--- src/jbs_pkg.sv ---
package jbs_pkg;
   // instruction register and data register lengths
   localparam int IR_LEN = 10;
   localparam int DEVICE_IDENTIFICATION_LEN = 32;
   localparam int USER_DEFINED_CODE_LEN = 32;
   localparam int SIG_LEN = 16;
   localparam int BSR_LEN_DEFAULT = 96;
   // identification field positions (msb leftmost)
   localparam int ID_VER_POS = 28;
   localparam int ID_PART_POS = 12;
   localparam int ID_MFR_POS = 1;
   // arbitrary neutral identity values
   localparam logic [3:0] ID_VER_DEFAULT = 4'h2;
   localparam logic [15:0] ID_PART_DEFAULT = 16'hABCD;
   localparam logic [10:0] ID_MFR_DEFAULT = 11'h155;
   // opcodes are not documented; arbitrary choices
   localparam logic [9:0] OP_EXTEST = 10'h000;
   localparam logic [9:0] OP_SAMPLE = 10'h055;
   localparam logic [9:0] OP_DEVICE_IDENTIFICATION = 10'h059;
   localparam logic [9:0] OP_USER_DEFINED_CODE = 10'h007;
   localparam logic [9:0] OP_SIGREAD = 10'h079;
   localparam logic [9:0] OP_PROG_ENTER = 10'h2CC;
   localparam logic [9:0] OP_PROG_DONE = 10'h2F4;
   localparam logic [9:0] OP_PROG_EXIT = 10'h201;
   localparam logic [9:0] OP_BYPASS = 10'h3FF;
   // link timing: test clock half period at 250 MHz core clock
   localparam int CORE_CLK_MHZ = 250;
   localparam int TCK_HALF_NS = 80;
   localparam int TCK_HALF_CYC = (TCK_HALF_NS * CORE_CLK_MHZ + 999) / 1000;
   localparam int FIFO_DEPTH = 32;
   // test access port states
   typedef enum logic [3:0] {
      JBS_RESET, JBS_IDLE, JBS_SEL_DR, JBS_CAP_DR, JBS_SH_DR, JBS_EX1_DR,
      JBS_PAU_DR, JBS_EX2_DR, JBS_UPD_DR, JBS_SEL_IR, JBS_CAP_IR, JBS_SH_IR,
      JBS_EX1_IR, JBS_PAU_IR, JBS_EX2_IR, JBS_UPD_IR
   } jbs_tap_type;
   function automatic jbs_tap_type tap_next(input jbs_tap_type s, input logic tms);
      unique case (s)
         JBS_RESET: tap_next = tms ? JBS_RESET : JBS_IDLE;
         JBS_IDLE: tap_next = tms ? JBS_SEL_DR : JBS_IDLE;
         JBS_SEL_DR: tap_next = tms ? JBS_SEL_IR : JBS_CAP_DR;
         JBS_CAP_DR: tap_next = tms ? JBS_EX1_DR : JBS_SH_DR;
         JBS_SH_DR: tap_next = tms ? JBS_EX1_DR : JBS_SH_DR;
         JBS_EX1_DR: tap_next = tms ? JBS_UPD_DR : JBS_PAU_DR;
         JBS_PAU_DR: tap_next = tms ? JBS_EX2_DR : JBS_PAU_DR;
         JBS_EX2_DR: tap_next = tms ? JBS_UPD_DR : JBS_SH_DR;
         JBS_UPD_DR: tap_next = tms ? JBS_SEL_DR : JBS_IDLE;
         JBS_SEL_IR: tap_next = tms ? JBS_RESET : JBS_CAP_IR;
         JBS_CAP_IR: tap_next = tms ? JBS_EX1_IR : JBS_SH_IR;
         JBS_SH_IR: tap_next = tms ? JBS_EX1_IR : JBS_SH_IR;
         JBS_EX1_IR: tap_next = tms ? JBS_UPD_IR : JBS_PAU_IR;
         JBS_PAU_IR: tap_next = tms ? JBS_EX2_IR : JBS_PAU_IR;
         JBS_EX2_IR: tap_next = tms ? JBS_UPD_IR : JBS_SH_IR;
         JBS_UPD_IR: tap_next = tms ? JBS_SEL_DR : JBS_IDLE;
      endcase
   endfunction
endpackage

--- src/jbs_link_if.sv ---
`timescale 1ns/1ps
// four-wire serial test link; the host makes the clock
interface jbs_link_if;
   logic tck; // test clock
   logic tms; // mode select
   logic tdi; // serial data into the device
   logic tdo; // serial data out of the device
   logic tdo_oe; // device drives tdo while high
   modport device (input tck, input tms, input tdi, output tdo, output tdo_oe);
   modport host (output tck, output tms, output tdi, input tdo, input tdo_oe);
endinterface

--- src/jbs_device.sv ---
`timescale 1ns/1ps
// What this block does
// - test and programming share one four-wire link
// - programming tri-states user pins, weak pull-up
// - outputs off until completion flag is set
// - sample/preload captures pins, preloads pattern
// - external test drives chain, captures inputs
// - bypass puts one bit between tdi, tdo
// - identification register shifts out its value
// - id: version, part, manufacturer, one bit
// - user code shifts out 32-bit value
// - user code only on enhanced variants
// - signature read only on non-enhanced variants
// - user signature register is 16 bits
// - instruction register is ten bits
// - chain length is a variant parameter
// - enhanced parts accept adaptive or fixed sequence
// - non-enhanced parts need adaptive sequence
// - dedicated programming instructions on the link
// - identification lsb is fixed one
// - msb leftmost, constant one shifts first
module jbs_device #(
   parameter int BSR_LEN = jbs_pkg::BSR_LEN_DEFAULT, // chain cells
   parameter bit ENHANCED = 1'b1, // enhanced variant
   parameter logic [3:0] ID_VER = jbs_pkg::ID_VER_DEFAULT, // arbitrary value
   parameter logic [15:0] ID_PART = jbs_pkg::ID_PART_DEFAULT, // arbitrary value
   parameter logic [10:0] ID_MFR = jbs_pkg::ID_MFR_DEFAULT, // arbitrary value
   parameter logic [31:0] USER_CODE = 32'h0000_0000, // user code contents
   parameter logic [15:0] USER_SIG = 16'h0000 // signature contents
) (
   input wire logic core_clk, // core clock
   input wire logic rst, // synchronous reset
   jbs_link_if.device link, // serial test link
   input wire logic [BSR_LEN-1:0] pin_in, // pin input levels
   input wire logic [BSR_LEN-1:0] core_out, // core output values
   input wire logic [BSR_LEN-1:0] core_oe, // core output enables
   output logic [BSR_LEN-1:0] pin_out, // pin output values
   output logic [BSR_LEN-1:0] pin_oe, // pin output enables
   output logic pin_pullup, // weak pull-up on user pins
   output logic programming_complete_flag, // programming complete
   output logic in_system_programming // programming in progress
);
   // two-stage synchronisers for the link inputs
   logic [2:0] s1_reg, s2_reg;
   logic tck_d_reg;
   always_ff @(posedge core_clk) begin
      if (rst) begin
         s1_reg <= '0;
         s2_reg <= '0;
         tck_d_reg <= 1'b0;
      end else begin
         s1_reg <= {link.tck, link.tms, link.tdi};
         s2_reg <= s1_reg;
         tck_d_reg <= s2_reg[2];
      end
   end
   wire tck_s = s2_reg[2];
   wire tms_s = s2_reg[1];
   wire tdi_s = s2_reg[0];
   wire tck_rise = tck_s && !tck_d_reg;
   wire tck_fall = !tck_s && tck_d_reg;

   // tap controller advanced on rising test clock
   jbs_pkg::jbs_tap_type st_reg;
   always_ff @(posedge core_clk) begin
      if (rst) st_reg <= jbs_pkg::JBS_RESET;
      else if (tck_rise) st_reg <= jbs_pkg::tap_next(st_reg, tms_s);
   end

   // instruction decode; unknown or unimplemented codes fall to bypass
   logic [9:0] ir_reg, irsh_reg;
   wire is_extest = (ir_reg == jbs_pkg::OP_EXTEST);
   wire is_sample = (ir_reg == jbs_pkg::OP_SAMPLE);
   wire is_device_identification = (ir_reg == jbs_pkg::OP_DEVICE_IDENTIFICATION);
   wire is_user = ENHANCED && (ir_reg == jbs_pkg::OP_USER_DEFINED_CODE);
   wire is_sig = !ENHANCED && (ir_reg == jbs_pkg::OP_SIGREAD);
   wire is_bsr = is_extest || is_sample;
   wire is_bypass = !(is_bsr || is_device_identification || is_user || is_sig);

   // identification word, msb leftmost, lsb fixed one
   wire [31:0] id_word = {ID_VER, ID_PART, ID_MFR, 1'b1};

   // data shift registers
   logic [BSR_LEN-1:0] bsr_reg, bsu_reg;
   logic [31:0] dr32_reg;
   logic [15:0] sig_reg;
   logic byp_reg, tdo_reg, oe_reg;
   wire cap_dr = tck_rise && (st_reg == jbs_pkg::JBS_CAP_DR);
   wire sh_dr = tck_rise && (st_reg == jbs_pkg::JBS_SH_DR);
   wire upd_dr = tck_rise && (st_reg == jbs_pkg::JBS_UPD_DR);
   wire cap_ir = tck_rise && (st_reg == jbs_pkg::JBS_CAP_IR);
   wire sh_ir = tck_rise && (st_reg == jbs_pkg::JBS_SH_IR);
   wire upd_ir = tck_rise && (st_reg == jbs_pkg::JBS_UPD_IR);
   wire tap_rst = tck_rise && (st_reg == jbs_pkg::JBS_RESET);

   // ten-bit instruction shift and update
   always_ff @(posedge core_clk) begin
      if (rst || tap_rst) begin
         irsh_reg <= 10'h000;
         ir_reg <= jbs_pkg::OP_DEVICE_IDENTIFICATION;
      end else begin
         if (cap_ir) irsh_reg <= 10'h001;
         else if (sh_ir) irsh_reg <= {tdi_s, irsh_reg[9:1]};
         if (upd_ir) ir_reg <= irsh_reg;
      end
   end

   // pin levels come from the board, so they pass two flip-flops first
   logic [BSR_LEN-1:0] pin1_reg, pin2_reg;
   always_ff @(posedge core_clk) begin
      pin1_reg <= pin_in;
      pin2_reg <= pin1_reg;
   end

   // boundary chain: capture pins, shift, update pattern
   // per cell under sample: a driven pin reads back the core value, others the pin level; extest captures pin levels
   wire [BSR_LEN-1:0] drv_val = (core_oe & core_out) | (~core_oe & pin2_reg);
   wire [BSR_LEN-1:0] cap_val = is_extest ? pin2_reg : drv_val;
   always_ff @(posedge core_clk) begin
      if (rst) begin
         bsr_reg <= '0;
         bsu_reg <= '0;
      end else begin
         if (cap_dr && is_bsr) bsr_reg <= cap_val;
         else if (sh_dr && is_bsr) bsr_reg <= {tdi_s, bsr_reg[BSR_LEN-1:1]};
         if (upd_dr && is_bsr) bsu_reg <= bsr_reg; // preload
      end
   end

   // 32-bit id/user code, 16-bit signature, bypass
   always_ff @(posedge core_clk) begin
      if (rst) begin
         dr32_reg <= '0;
         sig_reg <= '0;
         byp_reg <= 1'b0;
      end else if (cap_dr) begin
         dr32_reg <= is_user ? USER_CODE : id_word;
         sig_reg <= USER_SIG;
         byp_reg <= 1'b0;
      end else if (sh_dr) begin
         dr32_reg <= {tdi_s, dr32_reg[31:1]}; // lsb first
         sig_reg <= {tdi_s, sig_reg[15:1]};
         byp_reg <= tdi_s;
      end
   end

   // serial output changes on falling test clock
   wire sel_ir = (st_reg == jbs_pkg::JBS_SH_IR);
   wire dr_bit = is_bsr ? bsr_reg[0] : (is_device_identification || is_user) ? dr32_reg[0] :
                 is_sig ? sig_reg[0] : byp_reg;
   always_ff @(posedge core_clk) begin
      if (rst) begin
         tdo_reg <= 1'b0;
         oe_reg <= 1'b0;
      end else if (tck_fall) begin
         tdo_reg <= sel_ir ? irsh_reg[0] : dr_bit;
         oe_reg <= sel_ir || (st_reg == jbs_pkg::JBS_SH_DR);
      end
   end

   // programming session via dedicated instructions
   logic prog_reg, done_reg;
   always_ff @(posedge core_clk) begin
      if (rst) begin
         prog_reg <= 1'b0;
         done_reg <= !ENHANCED; // non-enhanced parts have no flag
      end else if (upd_ir) begin
         if (irsh_reg == jbs_pkg::OP_PROG_ENTER) begin
            prog_reg <= 1'b1;
            if (ENHANCED) done_reg <= 1'b0;
         end else if (irsh_reg == jbs_pkg::OP_PROG_DONE && prog_reg && ENHANCED) begin
            done_reg <= 1'b1; // set last
         end else if (irsh_reg == jbs_pkg::OP_PROG_EXIT) begin
            prog_reg <= 1'b0;
         end
      end
   end

   // pin drive: programming and missing flag disable outputs
   wire pins_off = prog_reg || !done_reg;
   logic [BSR_LEN-1:0] pout_reg, poe_reg;
   always_ff @(posedge core_clk) begin
      if (rst) begin
         pout_reg <= '0;
         poe_reg <= '0;
      end else begin
         pout_reg <= is_extest ? bsu_reg : core_out;
         poe_reg <= pins_off ? '0 : (is_extest ? {BSR_LEN{1'b1}} : core_oe);
      end
   end
   assign pin_out = pout_reg;
   assign pin_oe = poe_reg;
   assign link.tdo = tdo_reg;
   assign link.tdo_oe = oe_reg;
   assign in_system_programming = prog_reg;
   assign programming_complete_flag = done_reg;
   // pull-up follows a registered copy of the programming state
   logic pu_reg;
   always_ff @(posedge core_clk) begin
      if (rst) pu_reg <= 1'b0;
      else pu_reg <= prog_reg;
   end
   assign pin_pullup = pu_reg;
endmodule

--- src/flat_wrapper.sv ---
// flat-port wrapper written by rule: the top's interface ports become plain ports
module jbs_device_flat 
#(
   parameter int BSR_LEN = jbs_pkg::BSR_LEN_DEFAULT,               
   parameter bit ENHANCED = 1'b1,                    
   parameter logic [3:0] ID_VER = jbs_pkg::ID_VER_DEFAULT,                   
   parameter logic [15:0] ID_PART = jbs_pkg::ID_PART_DEFAULT,                   
   parameter logic [10:0] ID_MFR = jbs_pkg::ID_MFR_DEFAULT,                   
   parameter logic [31:0] USER_CODE = 32'h0000_0000,                      
   parameter logic [15:0] USER_SIG = 16'h0000                      
)
  (core_clk, rst, pin_in, core_out, core_oe, pin_out, pin_oe, pin_pullup, programming_complete_flag, in_system_programming, link_tck, link_tms, link_tdi, link_tdo, link_tdo_oe);
  jbs_link_if link_i ();
  input wire logic core_clk;
  input wire logic rst;
  input wire logic [BSR_LEN-1:0] pin_in;
  input wire logic [BSR_LEN-1:0] core_out;
  input wire logic [BSR_LEN-1:0] core_oe;
  output logic [BSR_LEN-1:0] pin_out;
  output logic [BSR_LEN-1:0] pin_oe;
  output logic pin_pullup;
  output logic programming_complete_flag;
  output logic in_system_programming;
  input wire logic [$bits(link_i.tck)-1:0] link_tck;
  input wire logic [$bits(link_i.tms)-1:0] link_tms;
  input wire logic [$bits(link_i.tdi)-1:0] link_tdi;
  output wire logic [$bits(link_i.tdo)-1:0] link_tdo;
  output wire logic [$bits(link_i.tdo_oe)-1:0] link_tdo_oe;
  assign link_i.tck = link_tck;
  assign link_i.tms = link_tms;
  assign link_i.tdi = link_tdi;
  assign link_tdo = link_i.tdo;
  assign link_tdo_oe = link_i.tdo_oe;
  jbs_device #(.BSR_LEN(BSR_LEN), .ENHANCED(ENHANCED), .ID_VER(ID_VER), .ID_PART(ID_PART), .ID_MFR(ID_MFR), .USER_CODE(USER_CODE), .USER_SIG(USER_SIG)) u_core (.core_clk(core_clk), .rst(rst), .link(link_i), .pin_in(pin_in), .core_out(core_out), .core_oe(core_oe), .pin_out(pin_out), .pin_oe(pin_oe), .pin_pullup(pin_pullup), .programming_complete_flag(programming_complete_flag), .in_system_programming(in_system_programming));
endmodule
--- config.mk ---
export PLATFORM = sky130hd
export DESIGN_NAME = jbs_device_flat
export DESIGN_NICKNAME = d
export VERILOG_FILES = /design/src/jbs_pkg.sv /design/src/jbs_link_if.sv /design/src/jbs_device.sv /design/src/flat_wrapper.sv
export SDC_FILE = /design/constraint.sdc
export NUM_CORES = 1
export LEC_CHECK = 0
export BUFFER_PORTS_ARGS = -buffer_cell sky130_fd_sc_hd__buf_2
export CAP_MARGIN = 10
export CORE_ASPECT_RATIO = 0.6
export CORE_MARGIN = 1
export CORE_UTILIZATION = 53
export DETAILED_ROUTE_END_ITERATION = 10
export HOLD_SLACK_MARGIN = 0.08
export PLACE_DENSITY_LB_ADDON = 0.15
export SLEW_MARGIN = 15
export SYNTH_ARGS = -nofsm -noshare
export SYNTH_HDL_FRONTEND = slang
export SYNTH_SLANG_ARGS = --single-unit
--- constraint.sdc ---
create_clock -name core_clk -period 2.3 [get_ports core_clk]
set_input_delay 0.115 -clock core_clk [delete_from_list [all_inputs] [get_ports core_clk]]
set_output_delay 0.115 -clock core_clk [all_outputs]
set_load 0.005 [all_outputs]
After elaboration in Yosys (flattened, before gate mapping)
Index checks and enable logic that the tools add are counted.
{ "totals": {"register_bits": 645, "latch_bits": 0, "ramBits": 0, "rom_bits": 0, "inputBits": 293, "out_inout_bits": 197, "wordCells": 113, "n_memories": 0} }
{ "classes": {"addsub": 0, "mul": 0, "div_mod_pow": 0, "n_lt_le_gt_ge": 0, "n_eq_ne": 22, "n_shift": 0, "muxes": 31, "bitwise_logic": 4, "n_reduce_logical": 36} }
{ "op_table": {"columns": ["cell", "count"], "rows": [
  ["$mux 96", 5],
  ["$and 96x96->96", 2],
  ["$not 96->96", 1],
  ["$or 96x96->96", 1],
  ["$mux 32", 2],
  ["$pmux 4 s12", 1],
  ["$eq 4x4->1 const B", 8],
  ["$eq 10x10->1 const B", 3],
  ["$mux 30", 1],
  ["$eq 10x7->1 const B", 2],
  ["$eq 4x3->1 const B", 4],
  ["$mux 4", 4],
  ["$logic_and 1x1->1", 13],
  ["$mux 1", 13],
  ["$eq 10x3->1 const B", 1],
  ["$logic_not 10->1", 1],
  ["$reduce_bool 2->1", 5],
  ["$reduce_or 2->1", 5],
  ["$eq 4x2->1 const B", 2],
  ["$mux 2", 3],
  ["$mux 3", 2],
  ["$logic_or 1x1->1", 5],
  ["$eq 4x1->1 const B", 1],
  ["$logic_not 4->1", 1],
  ["5 further kinds", 7]
]} }

Depth between registers and ports, before layout
{ "depth": {"word_depth": 6, "mapped_depth": 9, "depth_no_buf": 5} }

Worst setup path before layout
OpenSTA, ideal clock, no wires.
{ "synth_path": {"path_type": "flip-flop to flip-flop", "start": "reg u_core.ir_reg[9]", "end": "reg u_core.bsu_reg[55]", "setup_ps": 132, "t_arrival_ps": 1860, "required_time_ps": 2168, "path_slack_ps": 307, "path_stages_with_launch": 9, "path_buffers": 3, "period_less_slack_ps": 1993, "cell_sequence": "dfxtp_1 > nor4_4 > o211ai_4 > or4_1 > clkbuf_1 > buf_2 > buf_6 > nand2_1 > a21oi_1"} }
{ "synth_between": {"elab_chain_cells": 3, "elab_cells_between_ends": 4, "classes_between": "1 x eq/ne; 3 x reduce/logical"} }
{ "synth_rtl": {"columns": ["item", "line_no", "rtl"], "rows": [
  ["from (decl)", "jbs_device.sv:71", "logic [9:0] ir_reg, irsh_reg;"],
  ["from (signal assigned)", "jbs_device.sv:100", "ir_reg <= jbs_pkg::OP_DEVICE_IDENTIFICATION;"],
  ["from (signal assigned)", "jbs_device.sv:104", "if (upd_ir) ir_reg <= irsh_reg;"],
  ["$eq 10x7->1 / $logic_not 10->1 (equally long branches)", "jbs_device.sv:73, jbs_device.sv:72", null],
  ["$logic_or 1x1->1 (*)", "jbs_device.sv:77", "wire is_bsr = is_extest || is_sample;"],
  ["$logic_and 1x1->1 (*)", "jbs_device.sv:126", "if (upd_dr && is_bsr) bsu_reg <= bsr_reg;"],
  ["to (signal assigned)", "jbs_device.sv:126", null],
  ["to (decl)", "jbs_device.sv:84", "logic [BSR_LEN-1:0] bsr_reg, bsu_reg;"]
]} }
Mark *: on every way between the ends. The rest lies on a longest branch, timed or not.
A chain may end at the register's enable or synchronous reset.

Worst setup path after layout
{ "layout_path": {"start": "reg u_core.ir_reg[0]", "end": "reg u_core.bsr_reg[26]"} }
{ "layout_between": {"elab_chain_cells": 4, "elab_cells_between_ends": 8, "classes_between": "1 x eq/ne; 2 x mux; 5 x reduce/logical"} }
{ "layout_rtl": {"columns": ["item", "line_no", "rtl"], "rows": [
  ["$eq 10x7->1 / $logic_not 10->1 (equally long branches)", "jbs_device.sv:73, jbs_device.sv:72", null],
  ["$logic_or 1x1->1", "jbs_device.sv:77", null],
  ["$logic_and 1x1->1 (on tied branches)", "jbs_device.sv:124, jbs_device.sv:125", null],
  ["$mux 96 / $reduce_bool 2->1 (equally long branches)", null, null],
  ["to (signal assigned)", "jbs_device.sv:124", "if (cap_dr && is_bsr) bsr_reg <= cap_val;"],
  ["to (signal assigned)", "jbs_device.sv:125", "else if (sh_dr && is_bsr) bsr_reg <= {tdi_s, bsr_reg[BSR_LEN-1:1]};"],
  ["to (decl)", "jbs_device.sv:84", null]
]} }
Several ways; a longest one is shown, not always the timed one.

==> reports/metrics.csv <==
stage,metric,value,unit
run_status,status,finished clean,
global_routing,grt_start_max_net_pins,121,
finish,nNetsFinal,3120,
timing,setup_viol,0,
finish,fin_util,0.742,
setup_path,crit_start,u_core.ir_reg[0],
setup_path,critPathMaxFanout,120,
drt,route.detailed.drc,0,
finish,fin_cells,3399,
power_and_ir_drop,p_leak,11.9,nW
timing,fin_crit_sh,0.986,
global_routing,grt_pass1_vias,18900,
setup_path,worstRegToRegCells,6,
setup_path,critPathKind,flip-flop to flip-flop,
synth,synthArstFlopShare,0,
setup_path,endpoint,u_core.bsr_reg[26],
die,ios,490,
synth,synth_flop_cell,dfxtp_1,
clock_tree,clk_transition_reported_paths,0.07,ns
setup_path,rrSetupSlack,0.03,ns
drt,viasPerCell,5.62,
timing,rsz0062_at_grt,false,
clock_tree,clock-sinks,645,
timing,drv_slew,0,
synth,syn_inst,2119,
global_routing,grt_util_all_layers,0.312,
synth,yosys_warnings,0,
timing,fin_tns_setup,0,ns
setup_path,crit_required,2.75,ns
synth,syn_area_per_cell,9.98,um^2
timing,final_hold_viol_count,0,
setup_path,endpoint_kind,flip-flop,
synth,synth-seq-cells,645,
placement,dp_hpwl,38.9,mm
synth,yosysTopAreaCell,dfxtp_1,
drt,vias,19100,
timing,skew,0.0225,ns
timing,fmax,0.441,GHz
synth,synth_top_area_frac,0.610,
clock_tree,cts_max_level,2,
global_routing,grt_antenna_before_repair,4,
power_and_ir_drop,power.density,776,nW/um^2
timing,slew_headroom,0.545,
power_and_ir_drop,ir_drop,0.635,mV
setup_path,reg2reg_to,u_core.bsr_reg[26],
placement,port_buffers,489,
power_and_ir_drop,power,22.5,mW
die,coreArea,39200,um^2
clock_tree,clockRootBuffer,clkbuf_16,
clock_tree,numCtsBuffers,54,
die,dieArea,40700,um^2
placement,place.gp.congestion,0.843,
global_routing,grt_pass1_wl,101,mm
die,initial_utilization,0.540,
drt,antenna_left,0,
setup_path,worstReg2RegStart,u_core.ir_reg[0],
flow_run,max-cap-violations,0,
placement,placed_cells,2998,
synth,synth-edff-count,0,
drt,routed_wirelength,66.3,mm
timing,tightest_slew,0.682,ns
synth,synth_cell_types,54,
clock_tree,cts_buffer_depth,3,
min_path,min_path_cells,2,
finish,layout-drive-gt1-share,0.225,
synth,synth_area,21200,um^2
global_routing,overflow,0,
synth,synth.area.top_cells,"dfxtp_1, nand2_1, a21oi_1",
setup_path,arrival,2.71,ns
drt,avgRoutedWirePerCell,19.5,um
synth,syn_nets,2412,
die,fp.dieH,157,um
timing,fin_crit,2.27,ns
clock_tree,cts_tree,built,
finish,syn2layout_area_growth,37.3,%
drt,drtIter0Drc,1792,
synth,ys_seq_area_frac,0.610,
die,die_x,260,um
drt,dr.pass1.iters,5,
die,num_rows,56,
clock_tree,cts_setup_buffers,0,
min_path,hold_path.class,primary input to flip-flop,
clock_tree,insertion_delay,0.58,ns
setup_path,critPathLaunchType,flip-flop,
timing,holdWs,0.164,ns
## area by class of cell
type / count / area (um^2)
fillers: 2628 / 10100
repair buffers: 827 / 5960
clock buffers: 75 / 1590
clock inverters: 25 / 332
inverters: 5 / 18.8
flip-flops and latches: 645 / 12900
multi-input cells: 1294 / 7570
diodes: 6 / 15.0
well taps: 522 / 653
## through the flow
stage                     worst slack (ns)  cell area (um^2)
final                               0.0332             29000
after global routing                0.0359             29000
after CTS                            0.202             29000
after detailed placement             0.231             24200
after global placement               0.268             24200
after floorplan                      0.307             21200
## cell usage in the layout, fill, tap and decap left out, types with 55 or more instances in the layout
cell / instances
a21oi_1: 224
a21boi_0: 94
buf_2: 488
nor2_1: 55
a311oi_1: 97
o21a_1: 96
nand2_1: 397
dlygate4sd3_1: 295
o2bb2ai_1: 98
o21ai_0: 108
dfxtp_1: 645
## routing by layer
layer,up-vias,GRT usage,share of wire
met1,9186,0.405,0.42
met5,-,0,0
met4,0,0.144,0.042
met2,853,0.511,0.47
met3,171,0.0496,0.061
li1,8906,-,-
## repair_timing
item | 4_1_cts | 5_1_grt
hold buffers | 295 | 0
endpoints found under the hold margin | 410 | 0
gates resized for setup | 0 | 0
## worst min-delay path by stage
stage                           from             endpoint  slack (ns)
after CTS                 pin_in[43]  u_core.pin1_reg[43]        0.14
after global routing      pin_in[79]  u_core.pin1_reg[79]        0.14
after global placement    pin_in[24]  u_core.pin1_reg[24]        0.22
after detailed placement  pin_in[30]  u_core.pin1_reg[30]        0.22
after floorplan            pin_in[0]   u_core.pin1_reg[0]        0.14
final                     pin_in[79]  u_core.pin1_reg[79]        0.16
## critical path, cell delays in order, from the launching register on
cell       delay [ns]
dfxtp_1          0.39
nor4_4           0.40
buf_4            0.21
nand3_4          0.09
buf_12           0.22
a311oi_1         0.56
o2bb2ai_1        0.13
## where the power goes
part           internal [mW]  switching, mW  total [mW]
Combinational          0.680          0.561        1.24
Clock                   5.63           4.16        9.79
Sequential              11.4         0.0756        11.5
## cell families (layout without fill, tap and decap cells)
| family | after synthesis | in the layout | synth area share |
|---|---|---|---|
| XOR/XNOR | 2 | 2 | 0.000828 |
| flip-flops | 645 | 645 | 0.610 |
| AO/OA/AOI/OAI | 774 | 774 | 0.249 |
| buffers and inverters | 180 | 932 | 0.0353 |
| multiplexers | 10 | 10 | 0.00473 |
| other | 0 | 6 | 0 |
| AND/OR/NAND/NOR | 508 | 508 | 0.100 |
## Yosys cell counts (3+ instances only)
cell type,instances
a21boi_0,94
nand3_1,10
clkbuf_1,134
buf_6,4
o21ai_0,108
inv_1,4
a21oi_1,224
nor2_1,56
a311oi_1,97
o2bb2ai_1,98
a31oi_1,6
mux2i_1,10
nor3b_1,4
and4_1,3
nand2_1,397
buf_1,4
dfxtp_1,645
a2bb2oi_1,17
a22oi_1,16
buf_2,33
and3_1,3
o21a_1,96
nor2b_1,10
nor3_1,3
No activity file was read; power rests on OpenSTA's default activity.
